## config.mk

```make
export PLATFORM = sky130hd
export DESIGN_NAME = scp_sleep_ctrl
export DESIGN_NICKNAME = d
export VERILOG_FILES = /design/src/design/scp_pkg.sv /design/src/design/scp_wake_timer.sv /design/src/design/scp_sleep_ctrl.sv
export SDC_FILE = /design/constraint.sdc
export NUM_CORES = 1
export LEC_CHECK = 0
export BUFFER_PORTS_ARGS = -buffer_cell sky130_fd_sc_hd__buf_2
export CAP_MARGIN = 20
export CORE_MARGIN = 1.5
export CORE_UTILIZATION = 35
export CTS_CLUSTER_SIZE = 16
export DETAILED_ROUTE_END_ITERATION = 8
export PLACE_DENSITY = 0.7
export SYNTH_ARGS = -nofsm -noshare
export SYNTH_HDL_FRONTEND = slang
export SYNTH_SLANG_ARGS = --single-unit
```

## constraint.sdc

```tcl
create_clock -name pclk -period 2.17 [get_ports pclk]
set_input_delay 0.1085 -clock pclk [delete_from_list [all_inputs] [get_ports pclk]]
set_output_delay 0.1085 -clock pclk [all_outputs]
set_load 0.02 [all_outputs]
```

## src/design/scp_pkg.sv

```systemverilog
// constants, field layouts and carrier types of the sleep clock block
// assumes one 100 MHz clock domain and an apb register port
package scp_pkg;

    // **********************************************************
    // register map (byte addresses, one word per register)
    // **********************************************************
    localparam int SCP_ADDR_W = 12;
    localparam logic [11:0] SCP_PCG_OFS = 12'h000; // clock gate register
    localparam logic [11:0] SCP_SLEEP_OFS = 12'h004; // sleep mode select
    localparam logic [11:0] SCP_STAT_OFS = 12'h008; // read-only state

    // **********************************************************
    // clock gate register fields
    // **********************************************************
    localparam int SCP_BIT_TWO_WIRE = 7;
    localparam int SCP_BIT_TIMER_TWO = 6;
    localparam int SCP_BIT_TIMER_ZERO = 5;
    localparam int SCP_BIT_RESERVED = 4;
    localparam int SCP_BIT_TIMER_ONE = 3;
    localparam int SCP_BIT_SERIAL_PERIPH = 2;
    localparam int SCP_BIT_ASYNC_SERIAL = 1;
    localparam int SCP_BIT_CONVERTER = 0;
    localparam logic [7:0] SCP_PCG_RESET = 8'h00;
    localparam logic [7:0] SCP_PCG_WMASK = 8'hEF; // bit 4 never stored

    // **********************************************************
    // sleep mode codes and status fields
    // **********************************************************
    localparam logic [2:0] SCP_MODE_IDLE = 3'h0;
    localparam logic [2:0] SCP_MODE_ADC_NR = 3'h1;
    localparam logic [2:0] SCP_MODE_PDOWN = 3'h2;
    localparam logic [2:0] SCP_MODE_PSAVE = 3'h3;
    localparam logic [2:0] SCP_MODE_STANDBY = 3'h6;
    localparam logic [2:0] SCP_SLEEP_RESET = 3'h0;
    localparam int SCP_STAT_STATE_LSB = 8;
    localparam int SCP_STAT_MODE_LSB = 10;

    // **********************************************************
    // wake timing in clock cycles
    // **********************************************************
    localparam int SCP_WAKE_W = 8;
    localparam int SCP_STANDBY_WAKE_CYC = 6;
    localparam int SCP_FAST_WAKE_CYC = 1;
    localparam int SCP_DEEP_WAKE_CYC = 16;

    // power state of the core
    typedef enum logic [1:0] {
        SCP_ST_ACTIVE = 2'b00,
        SCP_ST_SLEEP = 2'b01,
        SCP_ST_WAKE = 2'b10
    } scp_state_type;

    // wake sources seen by the sleep logic
    typedef struct packed {
        logic [1:0] ext_level; // level form of the two external lines
        logic [1:0] ext_edge; // edge form of the two external lines
        logic pin_change;
        logic twi_match; // two-wire address match
        logic t2_ovf;
        logic t2_cmp;
        logic t2_ovf_ie;
        logic t2_cmp_ie;
        logic global_ie;
        logic spm_ready; // self-program / eeprom ready
        logic adc_done;
        logic watchdog;
        logic other_io;
    } scp_wake_type;

    // clock domain and oscillator enables
    typedef struct packed {
        logic cpu;
        logic flash;
        logic io;
        logic adc;
        logic asy;
        logic main_osc;
        logic timer_osc;
    } scp_clk_type;

endpackage

```

## src/design/scp_wake_timer.sv

```systemverilog
// down counter that times the wake-up delay after a sleep exit
// assumes the loader gives a count of at least one
module scp_wake_timer #(
    parameter int WIDTH = 8
) (
    input wire logic pclk,
    input wire logic presetn,
    input wire logic load,
    input wire logic [WIDTH-1:0] load_val,
    output logic done
);

    logic [WIDTH-1:0] cnt_q; // cycles left
    logic [WIDTH-1:0] cnt_d;

    // **********************************************************
    // next count
    // **********************************************************
    always_comb begin
        cnt_d = cnt_q;
        if (load) begin
            cnt_d = load_val;
        end else if (cnt_q != '0) begin
            cnt_d = cnt_q - WIDTH'(1);
        end
    end

    // done marks the last cycle of the delay
    assign done = (cnt_q == WIDTH'(1));

    // **********************************************************
    // count register
    // **********************************************************
    always_ff @(posedge pclk or negedge presetn) begin
        if (!presetn) begin
            cnt_q <= '0;
        end else begin
            cnt_q <= cnt_d;
        end
    end

endmodule

```

## src/design/scp_sleep_ctrl.sv

```systemverilog
// sleep mode clock gating and per-peripheral clock gate, apb slave
// assumes the cpu pulses sleep_req when it runs the sleep instruction
//
// Design decisions made here: the APB interface to the registers and the placing of the registers.
module scp_sleep_ctrl
    import scp_pkg::*;
#(
    parameter int DEEP_WAKE_CYC = SCP_DEEP_WAKE_CYC
) (
    input wire logic pclk,
    input wire logic presetn,
    input wire logic [SCP_ADDR_W-1:0] paddr,
    input wire logic psel,
    input wire logic penable,
    input wire logic pwrite,
    input wire logic [31:0] pwdata,
    output logic [31:0] prdata,
    output logic pready,
    output logic pslverr,
    input wire logic sleep_req,
    input wire logic crystal_selected,
    input wire logic timer_two_async_select,
    input wire logic adc_enable,
    input wire logic adc_conv_done,
    input wire scp_wake_type wake_src,
    output scp_clk_type dom_clk_en,
    output logic [7:0] periph_clk_en,
    output logic [7:0] periph_reg_access,
    output logic comparator_mux_allow,
    output logic adc_powered,
    output logic adc_extended_conv,
    output logic sleeping,
    output logic wake_pulse
);

    // **********************************************************
    // decode helpers
    // **********************************************************

    // wake sources that each mode honours
    function automatic logic wake_ok(logic [2:0] m, scp_wake_type w);
        logic base;
        logic t2;
        base = (|w.ext_level) | w.pin_change | w.twi_match | w.watchdog;
        t2 = ((w.t2_ovf & w.t2_ovf_ie) | (w.t2_cmp & w.t2_cmp_ie))
            & w.global_ie;
        unique case (m)
            SCP_MODE_IDLE: wake_ok = base | (|w.ext_edge) | t2
                | w.spm_ready | w.adc_done | w.other_io;
            SCP_MODE_ADC_NR: wake_ok = base | t2 | w.spm_ready
                | w.adc_done;
            SCP_MODE_PSAVE: wake_ok = base | t2;
            default: wake_ok = base; // power-down and standby
        endcase
    endfunction

    // clock domains kept alive while not active
    function automatic scp_clk_type sleep_clocks(logic [2:0] m,
                                                 logic async_t2);
        scp_clk_type c;
        c = '0;
        unique case (m)
            SCP_MODE_IDLE: begin
                c.io = 1'b1;
                c.adc = 1'b1;
                c.asy = 1'b1;
                c.main_osc = 1'b1;
                c.timer_osc = async_t2;
            end
            SCP_MODE_ADC_NR: begin
                c.adc = 1'b1;
                c.asy = 1'b1;
                c.main_osc = 1'b1;
                c.timer_osc = async_t2;
            end
            SCP_MODE_PSAVE: begin
                c.asy = 1'b1;
                c.timer_osc = 1'b1;
            end
            SCP_MODE_STANDBY: c.main_osc = 1'b1;
            default: c = '0; // power-down keeps nothing
        endcase
        sleep_clocks = c;
    endfunction

    // **********************************************************
    // state
    // **********************************************************
    scp_state_type state_q, state_d; // power state
    logic [2:0] mode_q, mode_d; // mode latched at sleep entry
    logic [2:0] sel_q, sel_d; // sleep mode select field
    logic [7:0] pcg_q, pcg_d; // peripheral clock gate register
    logic [31:0] prdata_q, prdata_d;
    logic pready_q, pready_d;
    logic pslverr_q, pslverr_d;
    scp_clk_type clk_q, clk_d;
    logic [7:0] pclk_en_q, pclk_en_d;
    logic [7:0] racc_q, racc_d;
    logic mux_q, mux_d;
    logic adc_on_q, adc_on_d;
    logic ext_q, ext_d; // next conversion is an extended one
    logic adc_seen_q, adc_seen_d; // adc_enable one cycle ago
    logic wake_q, wake_d;
    logic sleep_q, sleep_d; // core not in the active state
    logic tmr_load;
    logic [SCP_WAKE_W-1:0] tmr_val;
    logic tmr_done;
    logic setup;
    logic access;
    logic legal;
    logic wake_hit;

    // **********************************************************
    // apb slave, zero wait beyond the first access cycle
    // **********************************************************
    assign setup = psel & ~penable;
    assign access = psel & penable & pready_q;

    // bus responses and register writes
    always_comb begin
        pready_d = setup;
        pslverr_d = 1'b0;
        prdata_d = prdata_q;
        pcg_d = pcg_q;
        sel_d = sel_q;
        if (setup) begin
            prdata_d = '0;
            unique case (paddr)
                SCP_PCG_OFS: prdata_d[7:0] = pcg_q & SCP_PCG_WMASK;
                SCP_SLEEP_OFS: prdata_d[2:0] = sel_q;
                SCP_STAT_OFS: begin
                    prdata_d[6:0] = clk_q;
                    prdata_d[SCP_STAT_STATE_LSB +: 2] = state_q;
                    prdata_d[SCP_STAT_MODE_LSB +: 3] = mode_q;
                end
                default: pslverr_d = 1'b1; // unmapped address
            endcase
        end
        if (access && pwrite) begin
            if (paddr == SCP_PCG_OFS) begin
                pcg_d = pwdata[7:0] & SCP_PCG_WMASK;
            end
            if (paddr == SCP_SLEEP_OFS) begin
                sel_d = pwdata[2:0];
            end
        end
    end

    // **********************************************************
    // sleep sequencer
    // **********************************************************

    // standby needs a crystal; legal codes
    assign legal = (sel_q == SCP_MODE_IDLE) || (sel_q == SCP_MODE_ADC_NR)
        || (sel_q == SCP_MODE_PDOWN) || (sel_q == SCP_MODE_PSAVE)
        || ((sel_q == SCP_MODE_STANDBY) && crystal_selected);
    assign wake_hit = wake_ok(mode_q, wake_src);

    // next power state and wake delay load
    always_comb begin
        state_d = state_q;
        mode_d = mode_q;
        tmr_load = 1'b0;
        tmr_val = SCP_WAKE_W'(SCP_FAST_WAKE_CYC);
        wake_d = 1'b0;
        unique case (state_q)
            SCP_ST_ACTIVE: begin
                if (sleep_req && legal) begin
                    state_d = SCP_ST_SLEEP;
                    mode_d = sel_q;
                end
            end
            SCP_ST_SLEEP: begin
                if (wake_hit) begin
                    state_d = SCP_ST_WAKE;
                    tmr_load = 1'b1;
                    if (mode_q == SCP_MODE_STANDBY) begin
                        tmr_val = SCP_WAKE_W'(SCP_STANDBY_WAKE_CYC);
                    end else if (mode_q == SCP_MODE_PDOWN
                                 || mode_q == SCP_MODE_PSAVE) begin
                        // oscillator restarted, wait for it
                        tmr_val = SCP_WAKE_W'(DEEP_WAKE_CYC);
                    end
                end
            end
            SCP_ST_WAKE: begin
                if (tmr_done) begin
                    state_d = SCP_ST_ACTIVE;
                    wake_d = 1'b1;
                end
            end
            default: state_d = SCP_ST_ACTIVE; // illegal code recovers
        endcase
    end

    // wake delay counter
    scp_wake_timer #(
        .WIDTH(SCP_WAKE_W)
    ) u_wake_timer (
        .pclk(pclk),
        .presetn(presetn),
        .load(tmr_load),
        .load_val(tmr_val),
        .done(tmr_done)
    );

    // **********************************************************
    // clock enables, gates and converter control
    // **********************************************************
    always_comb begin
        if (state_d == SCP_ST_ACTIVE) begin
            clk_d = '1;
            clk_d.timer_osc = timer_two_async_select;
        end else begin
            clk_d = sleep_clocks(mode_d, timer_two_async_select);
        end
        // sleeping flag registered so the output comes from a flop
        sleep_d = (state_d != SCP_ST_ACTIVE);
        // gates act on the io domain, the converter gate on the adc domain
        for (int i = 0; i < 8; i++) begin
            pclk_en_d[i] = clk_d.io & ~pcg_d[i];
            racc_d[i] = ~pcg_d[i];
        end
        pclk_en_d[SCP_BIT_RESERVED] = 1'b0;
        racc_d[SCP_BIT_RESERVED] = 1'b0;
        pclk_en_d[SCP_BIT_CONVERTER] = clk_d.adc
            & ~pcg_d[SCP_BIT_CONVERTER];
        // asynchronous timer two clock ignores its gate; its register access still follows it
        if (timer_two_async_select) begin
            pclk_en_d[SCP_BIT_TIMER_TWO] = clk_d.asy;
        end
        mux_d = ~pcg_d[SCP_BIT_CONVERTER];
        adc_on_d = adc_enable;
        adc_seen_d = adc_enable;
        ext_d = ext_q;
        if (adc_conv_done) begin
            ext_d = 1'b0;
        end
        // set wins over the clear by a finished conversion
        if (adc_enable && !adc_seen_q) begin
            ext_d = 1'b1;
        end
    end

    // **********************************************************
    // registers
    // **********************************************************
    always_ff @(posedge pclk or negedge presetn) begin
        if (!presetn) begin
            state_q <= SCP_ST_ACTIVE;
            mode_q <= SCP_MODE_IDLE;
            sel_q <= SCP_SLEEP_RESET;
            pcg_q <= SCP_PCG_RESET;
            prdata_q <= '0;
            pready_q <= 1'b0;
            pslverr_q <= 1'b0;
            clk_q <= '1;
            pclk_en_q <= 8'hEF;
            racc_q <= 8'hEF;
            mux_q <= 1'b1;
            adc_on_q <= 1'b0;
            ext_q <= 1'b1; // first conversion after power up
            adc_seen_q <= 1'b0;
            wake_q <= 1'b0;
            sleep_q <= 1'b0;
        end else begin
            state_q <= state_d;
            mode_q <= mode_d;
            sel_q <= sel_d;
            pcg_q <= pcg_d;
            prdata_q <= prdata_d;
            pready_q <= pready_d;
            pslverr_q <= pslverr_d;
            clk_q <= clk_d;
            pclk_en_q <= pclk_en_d;
            racc_q <= racc_d;
            mux_q <= mux_d;
            adc_on_q <= adc_on_d;
            ext_q <= ext_d;
            adc_seen_q <= adc_seen_d;
            wake_q <= wake_d;
            sleep_q <= sleep_d;
        end
    end

    assign prdata = prdata_q;
    assign pready = pready_q;
    assign pslverr = pslverr_q;
    assign dom_clk_en = clk_q;
    assign periph_clk_en = pclk_en_q;
    assign periph_reg_access = racc_q;
    assign comparator_mux_allow = mux_q;
    assign adc_powered = adc_on_q;
    assign adc_extended_conv = ext_q;
    assign sleeping = sleep_q;
    assign wake_pulse = wake_q;
endmodule

```

# Word-level counts from Yosys, hierarchy flattened
# Cells that the tools add are included.
[word_totals] ff_bits=64
[classes] n_addsub=1 eq_ne=16 n_mux=34 n_bitwise=33 reduce_logical=27
[ops] operator="8-bit 2-to-1 mux" count=4
[ops] operator="5-bit 2-to-1 mux" count=5
[ops] operator="3-bit by 2-bit equality test with 1-bit output, second input constant" count=5
[ops] operator="1-bit 2-to-1 mux" count=14
[ops] operator="1-bit AND" count=13
[ops] operator="12-bit by 3-bit equality test with 1-bit output, second input constant" count=1
[ops] operator="12-bit by 4-bit equality test with 1-bit output, second input constant" count=1
[ops] operator="12-bit logical NOT" count=1
[ops] operator="1-bit OR" count=12
[ops] operator="3-bit by 1-bit equality test with 1-bit output, second input constant" count=3
[ops] operator="3-bit equality test, second input constant" count=3
[ops] operator="3-bit logical NOT" count=3
[ops] operator="3-bit case mux with 3 select lines" count=1
[ops] operator="3-bit OR reduction" count=3
[ops] operator="8-bit by 1-bit equality test with 1-bit output, second input constant" count=1
[ops] operator="1-bit inverter" count=8
[ops] operator="4-bit case mux with 2 select lines" count=1
[ops] operator="8-bit nonzero test" count=1
[ops] operator="8-bit by 1-bit subtractor with 8-bit output, second input constant" count=1
[ops] operator="7-bit 2-to-1 mux" count=1
[ops] operator="2-bit 2-to-1 mux" count=3
[ops] operator="3-bit 2-to-1 mux" count=2
[ops] operator="2-bit case mux with 3 select lines" count=1
[ops] operator="2-bit nonzero test" count=3
[ops] operator="other kinds (10)" count=20

# Logic depth before layout (Yosys ltp)
# Gate-level depths: netlist of run 1.
[depth] word_depth=16 depth_mapped=8

# Hierarchy
# From an unflattened synthesis of run 1, not the netlist that was laid out.
[hier_totals] hier_cells=288 area_unflattened_um2=2961.6
[by_module_without_submodules] mod="scp_sleep_ctrl" instances=1 cells_each=227 area_each_um2=2421.1 seq_area_each_um2=1377.6
[by_module_without_submodules] mod="scp_wake_timer" instances=1 cells_each=61 area_each_um2=540.5 seq_area_each_um2=200.2

# Worst setup path before layout of run 1
# OpenSTA, ideal clock, no wires.
[synth_timing] kind="reg2reg" start="register u_wake_timer.cnt_q[0]" end="register u_wake_timer.cnt_q[1]" setup_time_ns=0.122 t_arrival_ns=1.588 slack_ns=0.460 path_stages_with_launch=6 n_path_buf=0 path_cell_list="dfrtp_1 > inv_1 > ha_1 > or3b_1 > or3_1 > a32o_1"
[synth_via] elab_chain_cells=3
[synth_rtl] element="start, declared" line_no="scp_wake_timer.sv:13" text="logic [WIDTH-1:0] cnt_q;"
[synth_rtl] element="start signal, assigned" line_no="scp_wake_timer.sv:38" text="cnt_q <= cnt_d;"
[synth_rtl] element="8-bit by 1-bit subtractor with 8-bit output" line_no="scp_wake_timer.sv:24" text="cnt_d = cnt_q - WIDTH'(1);"
[synth_rtl] element="8-bit 2-to-1 mux" line_no="scp_wake_timer.sv:23" text="end else if (cnt_q != '0) begin"
[synth_rtl] element="8-bit 2-to-1 mux" line_no="scp_wake_timer.sv:21" text="if (load) begin"
# Parallel ways exist; a longest one is shown, timed or not. The select of a mux whose other input is x is not followed.
# A chain may end at the register's enable or synchronous reset.

# Worst setup path after layout of run 1
[layout_timing] start="register u_wake_timer.cnt_q[1]" end="register u_wake_timer.cnt_q[1]"
# Same word-level chain as after synthesis.

==> results.md, run 1 <==
- Layout Cells excl Fill: 468
- CTS Buf Count: 9
- Drc violations: 0
- Mux cell area share after synthesis: 6.857%
- Buffers and inverters on the worst path: 1
- Crit. End Element: flop
- MaxCap Viol Count: 0
- Mapped Cells: 256
- Worst-Margin Slew: 683.6 ps
- Die X: 94.62 um
- Critical-path cell list: inv_1 -> ha_1 -> or3b_1 -> o21ai_0 -> o21ai_0 -> o22ai_1 -> a32o_1
- Final Max Slew Viols: 0
- DRT Wirelength: 6655 um
- Adder-Cell Fraction of Synth Area: 0.8518%
- Vias: 2,251
- Drt pass-1 iters: 4
- H-Tree Depth: 3
- Reg2reg end: u_wake_timer.cnt_q[1]
- Largest net degree at the start of global routing: 31
- # resized after CTS: 0
- Synth async-reset ratio: 100.0%
- Setup Skew: 5.058 ps
- Hold Vio Cnt, Final: 0
- Leading area contributor after synthesis: dfrtp_1
- Die area: 8952 um^2
- Min Tclk post-route: 1907 ps
- Top cell type's share of synthesized area: 34.92%
- Clock sinks: 62
- Area grow syn2layout: 25.17%
- IO Port Bufs: 84
- Inserted Diodes: 0
- Number of synthesized flops with an enable pin: 0
- Worst-path clk slew: 70 ps
- Slew headroom: 54.42%
- Post-synthesis xor/xnor area fraction: 1.193%
- Setup TNS: 0 ps
- Yosys warnings: 0
- Syn_area_per_cell: 11.48 um^2
- Worst min path class: input pin to flop
- Routed Antenna Nets: 0
- Max FO, Critical Path: 6
- DRT iter0 DRCs: 62
- CP required: 2450 ps
- Gr usage total: 15.48%
- Via density: 4.810
- First-pass GRT wire length: 10,370 um
- HPWL Detailed: 5026 um
- R2R Path Start: u_wake_timer.cnt_q[1]
- Register area share after synthesis: 53.71%
- Leak: 0.001852 uW
- CP Class: flop to flop
- Root Driver: clkbuf_8
- CTS tree: built
- CORE AREA: 8175 um^2
- Worst Hold Path Cells: 2
- Final worst-path cycle share: 87.90%
- Power density cells: 1062 nW/um^2
- # fillers: 800
- Vert. Die Dim: 94.62 um
- Simple-Gate Fraction of Synth Area: 16.82%
- Dpl cells: 443
- Grt total ovfl: 0
- Seq. cell area: 1578 um^2
- Routed WL per cell: 14.22 um
- Post-CTS Setup Inserts: 0
- Crit-path max cell delay: 460 ps
- Register bit total from synthesis: 62
- Number of global-route vias before repair: 2,135
- Final core occ: 44.98%
- Ys flop type: dfrtp_1
- Longest Clk Path Bufs: 2
- CP most frequent cell: o21ai_0
- Share of cells above drive strength 1: 42.15%
- # IOs: 131
- Multi-input logic area: 1167 um^2
- Setup crit start kind: flop
- Yosys cell types: 58
- Worst hold start: pwdata[0]
- Highest-delay cell along the critical path: or3b_1
- Compound-gate portion of the synthesized area: 11.33%
- # rows: 33
- Mapped Area: 2938 um^2
- Crit path DAT: 2180 ps
- Total Power: 3907 uW
- Setup-failing EPs final: 0
- Initial cell density of the core: 35.94%
- Nets@finish: 429
- Worst R2R Setup Slack: 260 ps
- Largest family of logic cells by synthesized area: simple AND/OR/NAND/NOR gates
- RSZ-0062 raised after global routing: no
- Status: complete, no violations
- Placer Congestion: 0.8356
- Hold_ws: 45.30 ps
- Hold Path End: sel_q[0]
- Synth top area cells: dfrtp_1 35%, dfstp_2 19%, buf_4 5.9%
- Delay-heaviest family, CP: compound AO/OA/AOI/OAI gates
- Initial antenna violation count: 0
- VDD IR max: 303.1 uV
- Clk_lat worst skew: 340 ps
- Worst Reg-to-Reg Cells: 7
- Fmax achieved: 524.3 MHz
-- where the power goes --
group / internal, uW / switching [uW]
Combinational: 547 / 799
Clock: 429 / 493
Sequential: 1450 / 192
-- synthesized netlist by cell type, types with 3 or more instances --
cell / count
dfrtp_1: 41
nor2_1: 27
buf_4: 23
dfstp_2: 21
inv_1: 13
nand2_1: 12
mux2i_1: 10
mux2_2: 7
nor3_1: 7
a22o_1: 6
nand2b_1: 5
nand3_1: 4
o21ai_0: 4
a221oi_1: 3
a32o_1: 3
clkbuf_1: 3
nor4_2: 3
o22ai_1: 3
o41ai_1: 3
or3_1: 3
-- timing repair --
| action | in CTS | in global routing |
|---|---|---|
| endpoints found under the hold margin | 29 | 0 |
| hold buffers | 9 | 0 |
| setup endpoints to repair | 0 | 0 |
-- worst max-delay path by stage --
stage                          startpoint                     to  slack (ps)  cells after the start
detailed placement  u_wake_timer.cnt_q[1]  u_wake_timer.cnt_q[1]         260                      7
CTS                 u_wake_timer.cnt_q[1]  u_wake_timer.cnt_q[1]         240                      7
finish              u_wake_timer.cnt_q[1]  u_wake_timer.cnt_q[1]         260                      7
floorplan           u_wake_timer.cnt_q[0]  u_wake_timer.cnt_q[1]         460                      5
global route        u_wake_timer.cnt_q[0]  u_wake_timer.cnt_q[1]         100                      7
global placement    u_wake_timer.cnt_q[1]  u_wake_timer.cnt_q[1]         290                      7
-- through the flow --
| step | instance area, um^2 | setup slack (ps) |
|---|---|---|
| floorplan | 3013 | 460.4 |
| global placement | 3406 | 291.9 |
| detailed placement | 3406 | 260.1 |
| CTS | 3677 | 240.9 |
| global route | 3677 | 102.8 |
| finish | 3677 | 262.7 |
-- cell usage in the layout, fill, tap and decap left out, types with 3 or more instances in the layout --
| cell | synthesis | final |
|---|---|---|
| dfstp_2 | 21 | 21 |
| o41ai_1 | 3 | 3 |
| dfrtp_1 | 41 | 41 |
| mux2i_1 | 10 | 10 |
| dlygate4sd3_1 | 0 | 9 |
| nand3_1 | 4 | 4 |
| or3_1 | 3 | 3 |
| buf_4 | 23 | 7 |
| a221oi_1 | 3 | 3 |
| conb_1 | 1 | 21 |
| mux2_2 | 7 | 7 |
| nand2_1 | 12 | 12 |
| nand2b_1 | 5 | 5 |
| o21ai_0 | 4 | 4 |
| clkbuf_8 | 0 | 9 |
| nor3_1 | 7 | 7 |
| buf_2 | 1 | 84 |
| nor2_1 | 27 | 27 |
| o22ai_1 | 3 | 3 |
| a32o_1 | 3 | 3 |
| a22o_1 | 6 | 6 |
| nor4_2 | 3 | 3 |
| inv_1 | 13 | 13 |
-- state kept, by name, summed over array words and instances, names as in the netlist --
| register | flops |
|---|---|
| wake_pulse | 1 |
| sel_q | 3 |
| pslverr | 1 |
| periph_clk_en | 7 |
| u_wake_timer.cnt_q | 8 |
| adc_seen_q | 1 |
| pready | 1 |
| dom_clk_en | 6 |
| periph_reg_access | 7 |
| mode_q | 3 |
| state_q | 2 |
| pcg_q | 7 |
| prdata | 13 |
| adc_extended_conv | 1 |
| sleeping | 1 |
-- cells by family after synthesis --
logic type / count (synthesis)
xor+xnor: 4
simple gates: 84
fa+ha+maj: 2
buf+inv: 44
compound gates: 40
mux: 19
other cells: 1
flops: 62
-- routing by layer --
metal,vias to the layer above,GRT usage [%],wire length [um]
met5,-,0,0
met4,0,7.463,134
met3,10,4.589,397
met2,80,23.81,3041
met1,1089,19.85,3080
li1,1072,-,-
-- worst reg2reg max path: stages (launching register included) --
cell and delay (ps):
dfrtp_1 410, inv_1 90, ha_1 200, or3b_1 460, o21ai_0 270, o21ai_0 130
o22ai_1 140, a32o_1 140
-- cell type report --
type	instances	share of cell area (%)
Sequential cell	62	42.91
Multi-Input combinational cell	170	31.75
Timing Repair Buffer	100	15.31
Tap cell	105	3.573
Clock buffer	9	3.368
Clock inverter	7	1.565
Inverter	15	1.531
Note: power is estimated with default switching activity, not from simulation.
==> run 2: changes to the inputs <==
- CTS_BUF_LIST: unset -> sky130_fd_sc_hd__clkbuf_16
- CTS_CLUSTER_SIZE: 16 -> unset
- SYNTH_HIERARCHICAL: unset -> 1
==> run 2 against run 1 <==
Clock power rose by 66%. Count of clock-buffer cells in the layout is the same. Core utilization grew 2.7 points. Clock skew rose by 3.6 ps. Critical path type unchanged. Largest cell class unchanged.
==> results.md, run 2 <==
- IO Port Bufs: 84
- Vert. Die Dim: 94.99 um
- Yosys cell types: 52
- Gr usage total: 15.94%
- Worst hold start: pwdata[6]
- Compound-gate portion of the synthesized area: 10.10%
- Largest net degree at the start of global routing: 24
- CORE AREA: 8217 um^2
- Min Tclk post-route: 2045 ps
- # fillers: 759
- Leading area contributor after synthesis: dfrtp_1
- Register area share after synthesis: 53.27%
- HPWL Detailed: 4908 um
- Commonest non-fill, non-tap cell in the layout: buf_2
- Hold_ws: 31.17 ps
- Post-synthesis xor/xnor area fraction: 0.5915%
- CP Launch Point: u_wake_timer/cnt_q[4]
- Mapped Cells: 288
- Routed WL per cell: 13.15 um
- Die area: 9022 um^2
- Longest Clk Path Bufs: 2
- Hold Vio Cnt, Final: 0
- Worst Setup Slack, final: 124.9 ps
- Setup Skew: 8.692 ps
- Max FO, Critical Path: 6
- Drc violations: 0
- VDD IR max: 436.4 uV
- Area grow syn2layout: 32.19%
- Adder-Cell Fraction of Synth Area: 1.267%
- MaxCap Viol Count: 0
- Largest family of logic cells by synthesized area: simple AND/OR/NAND/NOR gates
- Via density: 4.798
- R2R Path Start: u_wake_timer/cnt_q[4]
- Register bit total from synthesis: 62
- Fmax achieved: 489.0 MHz
- Initial antenna violation count: 0
- Setup crit start kind: flop
- Synth top cells by count: 41 x dfrtp_1, 32 x nand2_1, 24 x buf_4, 23 x nor2_1, 21 x dfstp_2
- Worst min path class: input pin to flop
- First-pass GRT wire length: 10,810 um
- Post-Place Worst Slack: 61.16 ps
- Count leader, synth: dfrtp_1
- Number of synthesized flops with an enable pin: 0
- Setup TNS: 0 ps
- Die X: 94.99 um
- DRT iter0 DRCs: 61
- Clock sinks: 62
- Inserted Diodes: 0
- Synth async-reset ratio: 100.0%
- Final worst-path cycle share: 94.25%
- Share of cells above drive strength 1: 37.91%
- RSZ-0062 raised after global routing: no
- Number of global-route vias before repair: 2,284
- Placer Congestion: 0.7921
- H-Tree Depth: 3
- Worst-path clk slew: 60 ps
- Commonest cells after routing, fill and taps aside: 84 x buf_2, 41 x dfrtp_1, 31 x nand2_1
- Syn_area_per_cell: 10.28 um^2
- Initial cell density of the core: 36.04%
- Simple-Gate Fraction of Synth Area: 19.14%
- Setup-failing EPs final: 0
- Final Max Slew Viols: 0
- Slew headroom: 63.86%
- Root Driver: clkbuf_16
- Grt total ovfl: 0
- Clk_lat worst skew: 330 ps
- Status: complete, no violations
- DRT Wirelength: 6652 um
- Yosys warnings: 6
- Worst R2R Setup Slack: 120 ps
- CTS tree: built
- Mux cell area share after synthesis: 5.196%
- Ys flop type: dfrtp_1
- # IOs: 131
- Synth top area cells: dfrtp_1 35%, dfstp_2 19%, buf_4 6.1%
- CTS Buf Count: 9
- Drt pass-1 iters: 4
- Nets@finish: 468
- Power density cells: 1156 nW/um^2
- Crit path DAT: 2310 ps
- Crit. End Element: flop
- # rows: 33
- Worst-Margin Slew: 534.5 ps
- Mapped Area: 2962 um^2
- Leak: 0.001948 uW
- Flip-flop count of the largest register after layout: 13
- Top cell type's share of synthesized area: 34.64%
- CP required: 2440 ps
- Routed Antenna Nets: 0
- Vias: 2,428
- CP Class: flop to flop
run 2: cell types whose count changed in the layout (fill, tap and decap cells not counted), moves of 4 or more:
cell | before | now
nand2_1 | 12 | 31
buf_4 | 7 | 16
clkbuf_16 | 0 | 9
clkbuf_8 | 9 | 0
inv_1 | 13 | 21
a22o_1 | 6 | 1
a31oi_1 | 0 | 5
o31ai_1 | 1 | 6
conb_1 | 21 | 25
mux2i_1 | 10 | 6
nand3_1 | 4 | 8
nor2_1 | 27 | 23
nor4_1 | 0 | 4
run 2: metal layers:
layer / vias to the layer above / routed length, um / global-route usage, %
li1: 1175 / - / -
met1: 1155 / 2983 / 20.89
met2: 87 / 3209 / 25.54
met3: 11 / 331 / 2.254
met4: 0 / 127 / 8.209
met5: - / 0 / 0
run 2: area by class of cell:
cell class	count	area, um^2	area share, %
Clock buffer	9	225.2	5.753
Clock inverter	7	98.84	2.525
Inverter	20	75.07	1.918
Multi-Input combinational cell	195	1186	30.30
Sequential cell	62	1578	40.30
Tap cell	105	131.4	3.356
Timing Repair Buffer	108	620.6	15.85
run 2: cell families after synthesis:
group,count (synthesis)
AND/OR/NAND/NOR,109
flip-flops,62
buffers and inverters,55
AO/OA/AOI/OAI,42
multiplexers,14
adder cells (fa/ha/maj),3
XOR/XNOR,2
other,1
run 2: per-stage QoR:
stage          power, uW  utilization (%)  cells  instance area (um^2)
6_report            4527            47.65    506                  3915
5_1_grt             4773            47.65    506                  3915
4_1_cts             4514            47.34    505                  3890
3_5_place_dp        2952            42.42    481                  3486
3_3_place_gp        2911            42.42    481                  3486
2_1_floorplan       2565                -    312                  3052
run 2: where the power goes:
part | total, uW | switching [uW] | internal [uW]
Clock | 1530 | 522 | 1010
Sequential | 1690 | 222 | 1470
Combinational | 1300 | 755 | 548
Total | 4530 | 1500 | 3030
run 2: repair_timing:
action | in CTS | in global routing
hold endpoints to repair | 23 | 0
resized for setup | 0 | 4
hold buffers | 8 | 0
setup endpoints to repair | 0 | 10
setup buffers | 0 | 1
run 2: worst paths after layout:
| check | to | cells past startpoint |
|---|---|---|
| setup / recovery | periph_clk_en[1] | 7 |
| hold / removal | periph_reg_access[6] | 2 |
| setup reg to reg | periph_clk_en[1] | 7 |
| hold reg to reg | adc_extended_conv | 1 |
| max in group asynchronous | dom_clk_en[3] | 3 |
| min in group asynchronous | pcg_q[1] | 2 |
run 2: worst max-delay path: stages (launching register included):
cell and delay, ps:
dfrtp_1 420, or3_1 400, nor4_2 300, or3b_1 200, nand2_2 90, o31ai_1 70
a21o_1 320, and2_1 180
==> run 3: changes to the inputs <==
- PLACE_DENSITY: 0.7 -> unset
- PLACE_DENSITY_LB_ADDON: unset -> 0.25
- clock period: 2.17 -> 2.5 ns (I/O delays scaled with it)
==> run 3 against run 2 <==
Sequential power decreased by 13%. Cell count decreased by 2.2%. Design area decreased by 2.8%. Critical path type unchanged.
==> results.md, run 3 (same netlist as run 2, synthesis figures left out) <==
- Status: complete, no violations
- Gr usage total: 15.70%
- MaxCap Viol Count: 0
- Number of global-route vias before repair: 2,153
- Sw Share: 33.02%
- DRT iter0 DRCs: 83
- Die area: 9022 um^2
- Nets@finish: 457
- Share of cells above drive strength 1: 35.13%
- Max FO, Critical Path: 7
- Clock sinks: 62
- First-pass GRT wire length: 10,630 um
- CORE AREA: 8217 um^2
- Crit path DAT: 2420 ps
- VDD IR max: 404.4 uV
- Via density: 4.681
- Area grow syn2layout: 28.47%
- Min Tclk post-route: 2151 ps
- Sequential share of power: 38.5%
- Fmax achieved: 465.0 MHz
- Setup-failing EPs final: 0
- Initial antenna violation count: 0
- Worst R2R Setup Slack: 350 ps
- # rows: 33
- Hold_ws: 14.92 ps
- Worst Hold Path Cells: 2
- Worst-path clk slew: 60 ps
- CP Class: flop to flop
- Slew headroom: 48.83%
- Root Driver: clkbuf_16
- Worst-Margin Slew: 767.5 ps
- CTS Buf Count: 9
- Commonest non-fill, non-tap cell in the layout: buf_2
- Vias: 2,317
- Flip-flop count of the largest register after layout: 13
- Setup crit start kind: flop
- Int Power: 2562 uW
- Dpl cells: 472
- Routed WL per cell: 13.37 um
- DRT Wirelength: 6617 um
- Vert. Die Dim: 94.99 um
- Combinational power share: 27.3%
- Power density cells: 1005 nW/um^2
- Worst Reg-to-Reg Cells: 7
- Clock power frac: 34.2%
- Clk_lat worst skew: 320 ps
- Layout Cells excl Fill: 495
- CTS tree: built
- Crit. End Element: flop
- Drc violations: 0
- Grt total ovfl: 0
- Setup TNS: 0 ps
- Sw power: 1263 uW
- # fillers: 806
- Die X: 94.99 um
- Initial cell density of the core: 36.04%
- # IOs: 131
- Commonest cells after routing, fill and taps aside: 84 x buf_2, 41 x dfrtp_1, 32 x nand2_1
- Hold Path End: periph_reg_access[1]
- Final Max Slew Viols: 0
- HPWL Detailed: 4689 um
- Inserted Diodes: 0
- Hold Vio Cnt, Final: 0
- Drt pass-1 iters: 4
- Largest net degree at the start of global routing: 63
- Setup Skew: 6.667 ps
- R2R Path Start: u_wake_timer/cnt_q[6]
- Worst hold start: pwdata[1]
- Routed Antenna Nets: 0
- RSZ-0062 raised after global routing: no
- IO Port Bufs: 84
- Placer Congestion: 0.8627
- # resized after CTS: 0
- Longest Clk Path Bufs: 2
- Final worst-path cycle share: 86.03%
- Reg2reg end: periph_clk_en[7]
- CP required: 2760 ps
- Worst min path class: input pin to flop
- H-Tree Depth: 3
- Leak: 0.001879 uW
## run 3: metrics by stage
stage	setup WS, ps	cell area [um^2]	util [%]	power (uW)
2_1_floorplan	515.3	3052	-	2226
3_3_place_gp	353.9	3418	41.60	2510
3_5_place_dp	325.7	3418	41.60	2523
4_1_cts	308.7	3805	46.31	3862
5_1_grt	145.3	3805	46.31	4063
6_report	349.3	3805	46.31	3825
## run 3: worst max-delay path, cell delays in order (launching register included)
cell and delay [ps]:
dfrtp_1 400, or3_1 510, nor4_1 310, or3b_1 190
nand2_1 110, o31ai_1 90, a21o_1 310, and2_1 180
## run 3: cell type report
class                           instances  area [um^2]  share of cell area [%]
Clock buffer                            9        225.2                   5.919
Multi-Input combinational cell        195         1169                   30.71
Clock inverter                          7        91.34                   2.401
Timing Repair Buffer                   97        535.5                   14.07
Inverter                               20        75.07                   1.973
Tap cell                              105        131.4                   3.453
Sequential cell                        62         1578                   41.47
## run 3: timing repair
| action | 4_1_cts | 5_1_grt |
|---|---|---|
| setup endpoints to repair | 0 | 0 |
| hold endpoints to repair | 27 | 0 |
| setup buffers | 0 | 0 |
| hold buffers | 7 | 0 |
## run 3: worst max-delay path by stage
stage / endpoint / startpoint / depth (start not counted)
2_1_floorplan: u_wake_timer/cnt_q[5] / mode_q[0] / 8
3_3_place_gp: periph_clk_en[7] / u_wake_timer/cnt_q[6] / 7
3_5_place_dp: periph_clk_en[7] / u_wake_timer/cnt_q[6] / 7
4_1_cts: periph_clk_en[7] / u_wake_timer/cnt_q[6] / 7
5_1_grt: periph_clk_en[6] / u_wake_timer/cnt_q[6] / 7
6_report: periph_clk_en[7] / u_wake_timer/cnt_q[6] / 7
## run 3: routing by layer
| layer | vias up | part of all wire (%) | global-route usage, % |
|---|---|---|---|
| met4 | 0 | 1.3 | 5.597 |
| met3 | 5 | 4.6 | 4.267 |
| li1 | 1148 | - | - |
| met1 | 1093 | 48 | 20.85 |
| met5 | - | 0 | 0 |
| met2 | 71 | 46 | 24.52 |
## run 3: power by group through the flow
stage / clock, uW / combinational [uW] / sequential (uW)
after floorplan: 0 / 659 / 1570
after global placement: 0 / 1030 / 1480
after detailed placement: 0 / 1040 / 1480
after CTS: 1340 / 1050 / 1470
after global routing: 1400 / 1160 / 1500
final: 1310 / 1040 / 1470
